## src/sai_regs.vh

```
// Register offsets, field positions and reset values for the stack and indirect unit.
// Assumes the core decodes the register port address into this small map.
`ifndef SAI_REGS_VH
`define SAI_REGS_VH

`define SAI_OFS_IND0      8'h00
`define SAI_OFS_IND1      8'h01
`define SAI_OFS_FSP0_LO   8'h04
`define SAI_OFS_FSP0_HI   8'h05
`define SAI_OFS_FSP1_LO   8'h06
`define SAI_OFS_FSP1_HI   8'h07
`define SAI_OFS_STK_PTR   8'h10
`define SAI_OFS_TOS_LO    8'h11
`define SAI_OFS_TOS_HI    8'h12
`define SAI_OFS_STK_STAT  8'h13

`define SAI_SP_RESET      5'h1F
`define SAI_SP_TOP        5'h0F
`define SAI_EMPTY_ENTRY   4'hF

`define SAI_BANKED_LAST   16'h1FFF
`define SAI_LIN_FIRST     16'h2000
`define SAI_LIN_LAST      16'h2FEF
`define SAI_EE_HI         8'h70
`define SAI_FLASH_BIT     15
`define SAI_GPR_SIZE      7'h50
`define SAI_GPR_BASE      7'h20
`define SAI_BANK_SIZE     8'h80

`define SAI_ST_OVF_BIT    0
`define SAI_ST_UNF_BIT    1

`endif

```

## src/sai_stack_indirect.v

```verilog
// Return stack and indirect address decode for the 8-bit core.
// Assumes the core issues one push, pop or indirect access per cycle, synchronous to clk_sys.
`timescale 1ns/1ps
`default_nettype none
`include "sai_regs.vh"

////////////////////////////////////////////////////////////////////////////////
// How it works
// - Sixteen fifteen-bit stack entries, private storage
// - Option off: stack wraps, flags still set
// - Pointer write selects entry for top access
// - Calls, interrupts push; three returns pop
// - Push: increment then store; pop: read then decrement
// - Reset leaves stack empty, pointer 0x1F
// - Empty stack top reads zero or entry 0x0F
// - Option on: over/underflow reset device, flag
// - Indirect port accesses pointer's target address
// - Pointer at port: read zero, no write
// - Pointers sixteen bits from two bytes
// - 0x0000-0x1FFF maps to banked data
// - 0x2000-0x2FEF maps GENERAL_PURPOSE_RAM blocks consecutively
// - Unimplemented linear locations read zero
// - Common bytes excluded from linear region
// - Bit 15 set: flash, low byte returned
// - Indirect writes to flash ignored
// - Flash indirect read adds one cycle
// - 0x7000-0x70FF reads EEPROM, writes ignored
// - EEPROM indirect read adds one cycle
module sai_stack_indirect #(
   parameter DEPTH_W  = 4,
   parameter PC_W     = 15,
   parameter LIN_BANKS = 51
) (
   input  wire             clk_sys,
   input  wire             sys_rst,
   input  wire             stack_fault_reset_option,
   // Register port
   input  wire [7:0]       reg_addr,
   input  wire [7:0]       reg_wdata,
   input  wire             reg_wr,
   input  wire             reg_rd,
   output reg  [7:0]       reg_rdata,
   // Core stack operations
   input  wire             push_req,
   input  wire             pop_req,
   input  wire [PC_W-1:0]  push_pc,
   output reg  [PC_W-1:0]  pop_pc,
   output reg              stack_fault_reset,
   // Indirect access from the core
   input  wire             ind_req,
   input  wire             ind_sel,
   input  wire             ind_wr,
   input  wire [7:0]       ind_wdata,
   output wire             ind_stall,
   output reg              ind_done,
   output reg  [7:0]       ind_rdata,
   // Data memory side
   output reg              dmem_rd,
   output reg              dmem_wr,
   output reg  [12:0]      dmem_addr,
   output reg  [7:0]       dmem_wdata,
   input  wire [7:0]       dmem_rdata,
   // Flash and EEPROM read side
   output reg              flash_rd,
   output reg  [14:0]      flash_addr,
   input  wire [13:0]      flash_rdata,
   output reg              ee_rd,
   output reg  [7:0]       ee_addr,
   input  wire [7:0]       ee_rdata
);

   localparam RG_NONE  = 3'd0;
   localparam RG_BANK  = 3'd1;
   localparam RG_LIN   = 3'd2;
   localparam RG_FLASH = 3'd3;
   localparam RG_EE    = 3'd4;
   localparam RG_PORT  = 3'd5;

   localparam ST_IDLE  = 1'b0;
   localparam ST_WAIT  = 1'b1;

   reg [PC_W-1:0]  stk_mem_r [0:(1<<DEPTH_W)-1];
   reg [4:0]       sp_r;
   reg             ovf_r;
   reg             unf_r;
   reg [15:0]      fsp0_r;
   reg [15:0]      fsp1_r;
   reg             st_r;
   reg [2:0]       pend_rg_r;
   reg             pend_wr_r;
   integer         i;

   ////////////////////////////////////////////////////////////////////////////
   // Region decode
   function [2:0] region;
      input [15:0] a;
      begin
         if (a[`SAI_FLASH_BIT])
            region = RG_FLASH;
         // Port copies: bank 0 and bank 1 only
         else if (a[15:1] == 15'h0000 || a[15:1] == 15'h0040)
            region = RG_PORT;
         else if (a <= `SAI_BANKED_LAST)
            region = RG_BANK;
         else if (a >= `SAI_LIN_FIRST && a <= `SAI_LIN_LAST)
            region = RG_LIN;
         else if (a[15:8] == `SAI_EE_HI)
            region = RG_EE;
         else
            region = RG_NONE;
      end
   endfunction

   // Linear offset to bank and GENERAL_PURPOSE_RAM byte; common bytes never produced
   function [13:0] lin_map;
      input [15:0] a;
      reg   [11:0] off;
      reg   [11:0] quo;
      reg   [11:0] rem;
      reg   [6:0]  bank;
      reg   [6:0]  byt;
      begin
         off  = a[11:0];
         quo  = off / {5'h00, `SAI_GPR_SIZE};
         rem  = off % {5'h00, `SAI_GPR_SIZE};
         // Quotient stays below 51 inside the window
         bank = quo[6:0];
         byt  = rem[6:0];
         lin_map = {bank, byt + `SAI_GPR_BASE};
      end
   endfunction

   // Pointer, region and linear target of the selected port
   wire [15:0] ptr     = ind_sel ? fsp1_r : fsp0_r;
   wire [2:0]  rg      = region(ptr);
   wire [13:0] lin     = lin_map(ptr);
   wire        lin_ok  = lin[13:7] < LIN_BANKS;
   wire        slow    = ind_req && !ind_wr && (rg == RG_FLASH || rg == RG_EE);

   // First cycle of a slow read holds the core
   assign ind_stall = (st_r == ST_IDLE) && slow;

   ////////////////////////////////////////////////////////////////////////////
   // Indirect access
   always @(posedge clk_sys) begin
      if (sys_rst) begin
         st_r <= ST_IDLE;
         pend_rg_r <= RG_NONE;
         pend_wr_r <= 1'b0;
         ind_done <= 1'b0;
         dmem_rd <= 1'b0;
         dmem_wr <= 1'b0;
         dmem_addr <= 13'h0000;
         dmem_wdata <= 8'h00;
         flash_rd <= 1'b0;
         flash_addr <= 15'h0000;
         ee_rd <= 1'b0;
         ee_addr <= 8'h00;
      end else begin
         ind_done <= 1'b0;
         dmem_rd <= 1'b0;
         dmem_wr <= 1'b0;
         flash_rd <= 1'b0;
         ee_rd <= 1'b0;
         case (st_r)
            ST_IDLE: begin
               if (ind_req) begin
                  pend_rg_r <= rg;
                  pend_wr_r <= ind_wr;
                  case (rg)
                     RG_BANK: begin
                        dmem_addr <= ptr[12:0];
                        dmem_rd <= !ind_wr;
                        dmem_wr <= ind_wr;
                        dmem_wdata <= ind_wdata;
                        ind_done <= 1'b1;
                     end
                     RG_LIN: begin
                        dmem_addr <= {lin[12:7], lin[6:0]};
                        dmem_rd <= !ind_wr && lin_ok;
                        dmem_wr <= ind_wr && lin_ok;
                        dmem_wdata <= ind_wdata;
                        ind_done <= 1'b1;
                        if (!lin_ok)
                           pend_rg_r <= RG_NONE;
                     end
                     RG_FLASH: begin
                        flash_addr <= ptr[14:0];
                        flash_rd <= !ind_wr;
                        ind_done <= ind_wr;
                        st_r <= ind_wr ? ST_IDLE : ST_WAIT;
                     end
                     RG_EE: begin
                        ee_addr <= ptr[7:0];
                        ee_rd <= !ind_wr;
                        ind_done <= ind_wr;
                        st_r <= ind_wr ? ST_IDLE : ST_WAIT;
                     end
                     default: begin
                        ind_done <= 1'b1;
                     end
                  endcase
               end
            end
            ST_WAIT: begin
               // Memory answered in the strobe cycle; release the core
               st_r <= ST_IDLE;
               ind_done <= 1'b1;
            end
            default: st_r <= ST_IDLE;
         endcase
      end
   end

   ////////////////////////////////////////////////////////////////////////////
   // Return stack
   wire        empty = (sp_r == `SAI_SP_RESET);
   wire        full  = (sp_r == `SAI_SP_TOP);
   wire [3:0]  sp_ix = sp_r[3:0];
   wire [4:0]  sp_inc = empty ? 5'h00 : ((sp_r + 5'h01) & 5'h0F);
   wire [4:0]  sp_dec = (empty || sp_r == 5'h00) ? `SAI_SP_RESET : (sp_r - 5'h01);
   wire [PC_W-1:0] tos = stk_mem_r[sp_ix];

   always @(posedge clk_sys) begin
      if (sys_rst) begin
         sp_r <= `SAI_SP_RESET;
         stack_fault_reset <= 1'b0;
         pop_pc <= {PC_W{1'b0}};
         for (i = 0; i < (1<<DEPTH_W); i = i + 1)
            stk_mem_r[i] <= {PC_W{1'b0}};
      end else begin
         stack_fault_reset <= 1'b0;
         // Push has priority; register writes lose to both
         // Fault reset leaves pointer and entries untouched
         if (push_req) begin
            if (full && stack_fault_reset_option)
               stack_fault_reset <= 1'b1;
            else begin
               sp_r <= sp_inc;
               stk_mem_r[sp_inc[3:0]] <= push_pc;
            end
         end else if (pop_req) begin
            if (empty && stack_fault_reset_option)
               stack_fault_reset <= 1'b1;
            else begin
               pop_pc <= tos;
               sp_r <= sp_dec;
            end
         end else if (reg_wr) begin
            case (reg_addr)
               `SAI_OFS_STK_PTR: sp_r <= reg_wdata[4:0];
               `SAI_OFS_TOS_LO: stk_mem_r[sp_ix] <= {tos[14:8], reg_wdata};
               `SAI_OFS_TOS_HI: stk_mem_r[sp_ix] <= {reg_wdata[6:0], tos[7:0]};
               default: ;
            endcase
         end
      end
   end

   // Flags survive the fault reset they trigger; software clears by writing one
   always @(posedge clk_sys) begin
      if (sys_rst) begin
         ovf_r <= 1'b0;
         unf_r <= 1'b0;
      end else begin
         if (reg_wr && reg_addr == `SAI_OFS_STK_STAT) begin
            if (reg_wdata[`SAI_ST_OVF_BIT]) ovf_r <= 1'b0;
            if (reg_wdata[`SAI_ST_UNF_BIT]) unf_r <= 1'b0;
         end
         // Set follows clear, so a same-cycle event wins
         if (push_req && full)
            ovf_r <= 1'b1;
         if (!push_req && pop_req && empty)
            unf_r <= 1'b1;
      end
   end

   ////////////////////////////////////////////////////////////////////////////
   // Register port
   // Stack top as software sees it
   reg [PC_W-1:0] tos_rd;
   always @* begin
      if (!empty)
         tos_rd = tos;
      else if (stack_fault_reset_option)
         tos_rd = {PC_W{1'b0}};
      else
         tos_rd = stk_mem_r[`SAI_EMPTY_ENTRY];
   end

   // Pointer bytes written one at a time; no carry between them
   always @(posedge clk_sys) begin
      if (sys_rst) begin
         fsp0_r <= 16'h0000;
         fsp1_r <= 16'h0000;
      end else if (reg_wr) begin
         case (reg_addr)
            `SAI_OFS_FSP0_LO: fsp0_r[7:0]  <= reg_wdata;
            `SAI_OFS_FSP0_HI: fsp0_r[15:8] <= reg_wdata;
            `SAI_OFS_FSP1_LO: fsp1_r[7:0]  <= reg_wdata;
            `SAI_OFS_FSP1_HI: fsp1_r[15:8] <= reg_wdata;
            default: ;
         endcase
      end
   end

   always @(posedge clk_sys) begin
      if (sys_rst)
         reg_rdata <= 8'h00;
      else if (reg_rd) begin
         case (reg_addr)
            `SAI_OFS_FSP0_LO:  reg_rdata <= fsp0_r[7:0];
            `SAI_OFS_FSP0_HI:  reg_rdata <= fsp0_r[15:8];
            `SAI_OFS_FSP1_LO:  reg_rdata <= fsp1_r[7:0];
            `SAI_OFS_FSP1_HI:  reg_rdata <= fsp1_r[15:8];
            `SAI_OFS_STK_PTR:  reg_rdata <= {3'b000, sp_r};
            `SAI_OFS_TOS_LO:   reg_rdata <= tos_rd[7:0];
            `SAI_OFS_TOS_HI:   reg_rdata <= {1'b0, tos_rd[14:8]};
            `SAI_OFS_STK_STAT: reg_rdata <= {6'h00, unf_r, ovf_r};
            default:           reg_rdata <= 8'h00;
         endcase
      end else
         reg_rdata <= 8'h00;
   end

   ////////////////////////////////////////////////////////////////////////////
   // Indirect read data, registered with the done pulse
   reg [7:0] ind_mux;
   always @* begin
      case (pend_rg_r)
         RG_BANK, RG_LIN: ind_mux = dmem_rdata;
         RG_FLASH:        ind_mux = flash_rdata[7:0];
         RG_EE:           ind_mux = ee_rdata;
         default:         ind_mux = 8'h00;
      endcase
   end

   // Copy of the strobe-cycle data for the slow regions
   reg [7:0] ind_val_r;
   always @(posedge clk_sys) begin
      if (sys_rst)
         ind_val_r <= 8'h00;
      else
         ind_val_r <= ind_mux;
   end

   ////////////////////////////////////////////////////////////////////////////
   // Read data stands from the cycle after the done pulse
   reg [7:0] ind_rdata_nxt;
   always @* begin
      ind_rdata_nxt = ind_rdata;
      if (ind_done) begin
         if (pend_wr_r)
            ind_rdata_nxt = 8'h00;
         else begin
            case (pend_rg_r)
               // Slow reads: strobe cycle is gone, use the sampled copy
               RG_FLASH, RG_EE: ind_rdata_nxt = ind_val_r;
               default:         ind_rdata_nxt = ind_mux;
            endcase
         end
      end
   end

   always @(posedge clk_sys) begin
      if (sys_rst)
         ind_rdata <= 8'h00;
      else
         ind_rdata <= ind_rdata_nxt;
   end

endmodule // sai_stack_indirect

`default_nettype wire

```

## config.mk

```make
export PLATFORM = sky130hd
export DESIGN_NAME = sai_stack_indirect
export DESIGN_NICKNAME = d
export VERILOG_FILES = /design/src/sai_stack_indirect.v
export VERILOG_INCLUDE_DIRS = /design/src
export SDC_FILE = /design/constraint.sdc
export NUM_CORES = 1
export LEC_CHECK = 0
export ABC_AREA = 1
export BUFFER_PORTS_ARGS = -buffer_cell sky130_fd_sc_hd__buf_4
export CAP_MARGIN = 20
export CORE_MARGIN = 2
export CORE_UTILIZATION = 45
export DETAILED_ROUTE_END_ITERATION = 10
export GPL_ROUTABILITY_DRIVEN = 0
export PLACE_DENSITY_LB_ADDON = 0.25
export SYNTH_ARGS = -nofsm -noshare
export SYNTH_HDL_FRONTEND = slang
export SYNTH_SLANG_ARGS = --single-unit
```

## constraint.sdc

```tcl
create_clock -name clk_sys -period 4.55 [get_ports clk_sys]
set_input_delay 0.91 -clock clk_sys [delete_from_list [all_inputs] [get_ports clk_sys]]
set_output_delay 0.91 -clock clk_sys [all_outputs]
set_load 0.1 [all_outputs]
```

==> results.txt, run 1 <==
CP max stage delay -> 0.57 ns
final wirelength -> 48900 um
Worst-Margin Slew -> 1.02 ns
Post-synth EDFFs -> 240
Synth Warn # -> 0
most frequent cells after synthesis -> nor2_1, nand2_1, edfxtp_1
dominant cell type by area after synthesis -> edfxtp_1
cell row count -> 72
period utilisation layout -> 85.4%
combinational fraction of design power -> 17.9%
hold depth -> 2
reg2reg setup slack -> 1.27 ns
WP data required -> 3.64 ns
grt met3 use -> 3.80%
CP endpoint kind -> output pin
first-pass GRT wire length -> 75600 um
endpoints failing hold -> 0
GRT Util Overall -> 23.8%
met2 usage -> 37.8%
input/output buffers -> 154
Post-CTS Setup Inserts -> 0
critical path buffer and inverter count -> 4
DR vias/cell -> 5.44
RSZ-0062 raised after global routing -> no
Peak VDD IR -> 299 uV
Reg2Reg Depth -> 9
CTS Hold Bufs -> 0
layout cells sized above 1 -> 16.6%
# diodes -> 0
Rel. slew slack -> 32.1%
Chip Height -> 201 um
Seq cells post-synth -> 377
final slew viol count -> 0
Initial Utilization -> 45.3%
syn_nets -> 2006
Placed Area -> 0.0195 mm^2
full die area -> 0.0403 mm^2
Post-DP HPWL -> 34100 um
Post-Syn Area per Cell -> 9.04 um^2
GRT overflow -> 0
post-cts sizing count -> 0
core box area -> 0.0384 mm^2
sequential cell area fraction in the yosys report -> 57.2%
maximum buffer depth of the clock tree -> 3
worst reg2reg path endpoint -> stk_mem_r[7][7]
Residual DRC -> 0
pin count of the biggest net entering global routing -> 101
final instance area -> 0.0207 mm^2
hold crit path type -> reg2reg
Area contributors post-synth -> edfxtp_1, dfxtp_1, nor2_1
CTS Buf Count -> 40
P&R area growth vs syn -> 19.1%
Min-Delay Endpoint -> ee_addr[5]
clock latency on the worst-skew pair -> 0.54 ns
crit path time final -> 3.88 ns
crit path max fanout -> 28
die width -> 201 um
top cell type's share of synthesized area -> 41.4%
switching pwr -> 0.00249 W
Syn Inst Count -> 1925
Worst Skew -> 0.0161 ns
Seq pwr share -> 46.2%
Ports -> 161
crit path DAT -> 2.97 ns
WL per Instance -> 18.5 um
CTS tree -> built
Max-cap violations -> 0
crit path cell chain -> buf_4, o21ai_0, inv_1, nor4_1, nand2_1, inv_1, o21ai_0, nor2_1, buf_4
drt pass-1 iters -> 5
CTS sink cnt -> 377
H-tree level count -> 2
final net count -> 2176
Hold Crit Start -> ee_addr[5]
DRT iter0 DRCs -> 1416
max frequency -> 0.257 GHz
internal power -> 0.00599 W
Clk pwr share -> 35.9%
leakage power -> 8.71 nW
vias in the first global route -> 13555
CP startpoint kind -> primary input
final setup violation count -> 0
clock root buffer -> clkbuf_16
PwrDens -> 409 mW/mm^2
met1 usage -> 32.3%
gr busiest metal -> met2
Synth cell types -> 43
Sw Ratio -> 29.3%
mapped cell area -> 0.0174 mm^2
post-route ant nets -> 0
slowest CP cell -> o21ai_0
setup TNS -> 0 ns
async set-reset flop share out of synthesis -> 0%
most common cell in the netlist -> nor2_1
status -> finished, final reports clean
initial antenna violation count -> 0
via count -> 14362
crit path launch -> ind_sel
Reg clk slew, reported paths -> 0.06 ns
Top FF cell, synth -> edfxtp_1
critical path type -> in2out
CP top delay family -> buffers and inverters
[final cells by class]
class                           count  area, um^2
Inverter                          214         808
Timing Repair Buffer              238        1820
Fill cell                        3431       17700
Clock inverter                     14        70.1
Tap cell                          518         648
Multi-Input combinational cell   1224        6280
Clock buffer                       56        1140
Sequential cell                   377        9950
[worst max-delay path by stage]
stage,endpoint,slack [ns],cells after the start
floorplan,ind_stall,0.25,10
global placement,stk_mem_r[9][14],0.67,14
detailed placement,stk_mem_r[9][14],0.64,14
CTS,ind_stall,0.68,9
global route,ind_stall,0.52,9
finish,ind_stall,0.67,9
[flip-flops by register name (all words and copies together), names as in the netlist, 3 cells and up, named ones only]
signal,count
pop_pc,15
dmem_wdata,8
pend_rg_r,3
reg_rdata,8
dmem_addr,13
ind_val_r,8
sp_r,5
ee_addr,8
stk_mem_r,240
flash_addr,15
fsp0_r,16
ind_rdata,8
fsp1_r,16
[per-stage QoR]
stage | hold slack, ns | total power (W) | std cells | setup slack, ns | utilization (%)
6_report | 0.443 | 0.00848 | 2641 | 0.666 | 54.0
4_1_cts | 0.447 | 0.00851 | 2641 | 0.685 | 54.0
2_1_floorplan | 0.435 | 0.00498 | 1925 | 0.253 | -
3_3_place_gp | 0.435 | 0.00545 | 2570 | 0.670 | 50.8
5_1_grt | 0.465 | 0.00879 | 2641 | 0.518 | 54.0
3_5_place_dp | 0.438 | 0.00548 | 2571 | 0.637 | 50.8
[layer usage]
layer / vias to the layer above / share of wire (%)
met3: 126 / 7.6
met4: 0 / 4.8
met2: 606 / 45
met5: - / 0
met1: 6723 / 42
li1: 6907 / -
[cells by family after synthesis]
logic type | share of synthesized area (%)
and+or+nand+nor | 15.7
AOI/OAI and AO/OA | 16.2
DFF | 57.2
buffers and inverters | 7.17
muxes | 3.45
xor gates and xnor gates | 0.201
adders and majority gates | 0.144
[power by group through the flow]
stage | Combinational, W | Sequential (W) | Clock, W
3_5_place_dp | 0.00149 | 0.00399 | 0
6_report | 0.00152 | 0.00392 | 0.00304
2_1_floorplan | 0.000790 | 0.00419 | 0
4_1_cts | 0.00150 | 0.00392 | 0.00309
5_1_grt | 0.00163 | 0.00394 | 0.00322
3_3_place_gp | 0.00146 | 0.00398 | 0
[layout by cell type (no fill, tap or decap), drive strengths merged, types with 19 or more instances in the layout]
cell type / count
a21oi: 154
buf: 238
clkbuf: 56
dfxtp: 137
edfxtp: 240
inv: 211
mux2i: 60
nand2: 279
nand3: 44
nor2: 333
o211ai: 47
o21ai: 203
o221ai: 21
o22ai: 19
[worst register-to-register path, cell delays in order, from the launching register on]
cell,delay (ns)
dfxtp_4,0.98
buf_4,0.46
a21oi_1,0.10
o21ai_0,0.14
o211ai_1,0.12
o211ai_1,0.23
nand2_1,0.26
a221oi_2,0.28
buf_4,0.34
nor2_1,0.09
Note: power is estimated with default switching activity, not from simulation.
==> run 2: changes to the inputs <==
Settings changed: MAX_ROUTING_LAYER from default to met4.
==> results.txt, run 2 (synthesis gave the netlist of run 1 again) <==
Most flops, register -> stk_mem_r
post-cts sizing count -> 0 (unchanged)
period utilisation layout -> 85.9% (+0.51 points)
core box area -> 0.0384 mm^2 (unchanged)
Initial Utilization -> 45.3% (unchanged)
die width -> 201 um (unchanged)
DR vias/cell -> 5.41 (-0.48%)
worst reg2reg path endpoint -> stk_mem_r[7][7]
clock latency on the worst-skew pair -> 0.54 ns (about the same)
WP data required -> 3.64 ns (about the same)
initial antenna violation count -> 0 (unchanged)
switching pwr -> 0.00249 W (about the same)
Max-cap violations -> 0 (unchanged)
CP endpoint kind -> output pin
Residual DRC -> 0 (unchanged)
Worst-Margin Slew -> 1.02 ns (+0.00262 ns)
Clk pwr share -> 35.9% (about the same)
full die area -> 0.0403 mm^2 (unchanged)
CP startpoint kind -> primary input
most frequent cells in the layout -> nor2_1, nand2_1, edfxtp_1, buf_4, inv_1
vias in the first global route -> 13549 (-0.044%)
first-pass GRT wire length -> 75600 um (about the same)
CP max stage delay -> 0.58 ns (about the same)
CTS Buf Count -> 40 (unchanged)
drt pass-1 iters -> 5 (unchanged)
CTS sink cnt -> 377 (unchanged)
# diodes -> 0 (unchanged)
status -> finished, final reports clean
H-tree level count -> 2 (unchanged)
hold depth -> 2 (unchanged)
Top Registers -> stk_mem_r (240), fsp0_r (16), fsp1_r (16)
WL per Instance -> 18.5 um (-0.13%)
Peak VDD IR -> 299 uV (+0.22%)
hold crit path type -> reg2reg
crit path DAT -> 3.00 ns (+0.03 ns)
max reg flops -> 240 (unchanged)
reg2reg setup slack -> 1.26 ns (about the same)
Worst Skew -> 0.0164 ns (+0.000331 ns)
CP top delay family -> buffers and inverters
RSZ-0062 raised after global routing -> no
endpoints failing hold -> 0 (unchanged)
CTS Hold Bufs -> 0 (unchanged)
GRT Util Overall -> 24.6% (+0.74 points)
crit path max fanout -> 28 (unchanged)
Post-DP HPWL -> 34100 um (unchanged)
PwrDens -> 410 mW/mm^2 (about the same)
final wirelength -> 48800 um (-0.13%)
GRT overflow -> 0 (unchanged)
crit path time final -> 3.91 ns (+0.0231 ns)
final setup violation count -> 0 (unchanged)
critical path type -> in2out
input/output buffers -> 154 (unchanged)
crit path cell chain -> buf_4, o21ai_0, inv_1, nor4_1, nand2_1, inv_1, o21ai_0, nor2_1, buf_4
final net count -> 2176 (unchanged)
clock root buffer -> clkbuf_16
final slew viol count -> 0 (unchanged)
critical path buffer and inverter count -> 4 (unchanged)
Seq pwr share -> 46.2% (about the same)
Hold WS -> 0.443 ns (+0.00000500 ns)
DRT iter0 DRCs -> 1344 (-5.1%)
Reg clk slew, reported paths -> 0.06 ns (about the same)
maximum buffer depth of the clock tree -> 3 (unchanged)
leakage power -> 8.71 nW (unchanged)
Min-Delay Endpoint -> ee_addr[5]
commonest non-fill, non-tap cell in the layout -> nor2_1
CTS tree -> built
Rel. slew slack -> 31.9% (-0.17 points)
P&R area growth vs syn -> 19.1% (unchanged)
post-route ant nets -> 0 (unchanged)
Total Power -> 0.00848 W (about the same)
pin count of the biggest net entering global routing -> 101 (unchanged)
combinational fraction of design power -> 17.9% (about the same)
setup TNS -> 0 ns (unchanged)
max frequency -> 0.256 GHz (-0.59%)
internal power -> 0.00599 W (about the same)
Reg2Reg Depth -> 9 (unchanged)
Ports -> 161 (unchanged)
# fillers -> 3431 (unchanged)
Chip Height -> 201 um (unchanged)
Hold Crit Start -> ee_addr[5]
layout cells sized above 1 -> 16.6% (unchanged)
Sw Ratio -> 29.3% (about the same)
slowest CP cell -> o21ai_0
cell row count -> 72 (unchanged)
Post-CTS Setup Inserts -> 0 (unchanged)
via count -> 14293 (-0.48%)
-- run 2: cell counts in the layout (fill, tap and decap cells not counted) --
No cell type changed its count.
-- run 2: worst max-delay path by stage --
| stage | from | endpoint | cells past startpoint |
|---|---|---|---|
| after global routing | ind_sel | ind_stall | 9 |
| after global placement | reg_addr[7] | stk_mem_r[9][14] | 14 |
| after CTS | ind_sel | ind_stall | 9 |
| final | ind_sel | ind_stall | 9 |
| after floorplan | ind_sel | ind_stall | 10 |
| after detailed placement | reg_addr[7] | stk_mem_r[9][14] | 14 |
-- run 2: tightest hold or removal path: cells and delay by family, from the launching register on --
family,cells,cell delay (ns)
buffers and inverters,1,0.04
DFF,1,0.30
AOI/OAI and AO/OA,1,0.05
-- run 2: through the flow --
| stage | utilization (%) | cell area, um^2 | setup slack, ns | cells |
|---|---|---|---|---|
| after floorplan | - | 17400 | 0.253 | 1925 |
| after global placement | 50.8 | 19500 | 0.670 | 2570 |
| after detailed placement | 50.8 | 19500 | 0.637 | 2571 |
| after CTS | 54.0 | 20700 | 0.685 | 2641 |
| after global routing | 54.0 | 20700 | 0.517 | 2641 |
| final | 54.0 | 20700 | 0.643 | 2641 |
-- run 2: power groups by stage --
stage | Clock, W | Sequential [W] | Combinational [W]
after floorplan | 0 | 0.00419 | 0.000790
after global placement | 0 | 0.00398 | 0.00146
after detailed placement | 0 | 0.00399 | 0.00149
after CTS | 0.00309 | 0.00392 | 0.00150
after global routing | 0.00323 | 0.00394 | 0.00163
final | 0.00304 | 0.00392 | 0.00152
-- run 2: final cells by class --
type / instances / area [um^2] / area share, %
Sequential cell: 377 / 9950 / 48.0
Multi-Input combinational cell: 1224 / 6280 / 30.3
Tap cell: 518 / 648 / 3.13
Clock buffer: 56 / 1140 / 5.51
Clock inverter: 14 / 70.1 / 0.338
Timing Repair Buffer: 238 / 1820 / 8.78
Inverter: 214 / 808 / 3.90
-- run 2: routing by layer --
layer / up-vias / routed length (um) / GRT usage, % / part of all wire (%)
met2: 584 / 22100 / 37.7 / 45
li1: 6894 / - / - / -
met5: - / 0 / - / 0
met4: 0 / 2310 / 11.1 / 4.7
met3: 129 / 3540 / 3.80 / 7.2
met1: 6686 / 20900 / 32.4 / 43
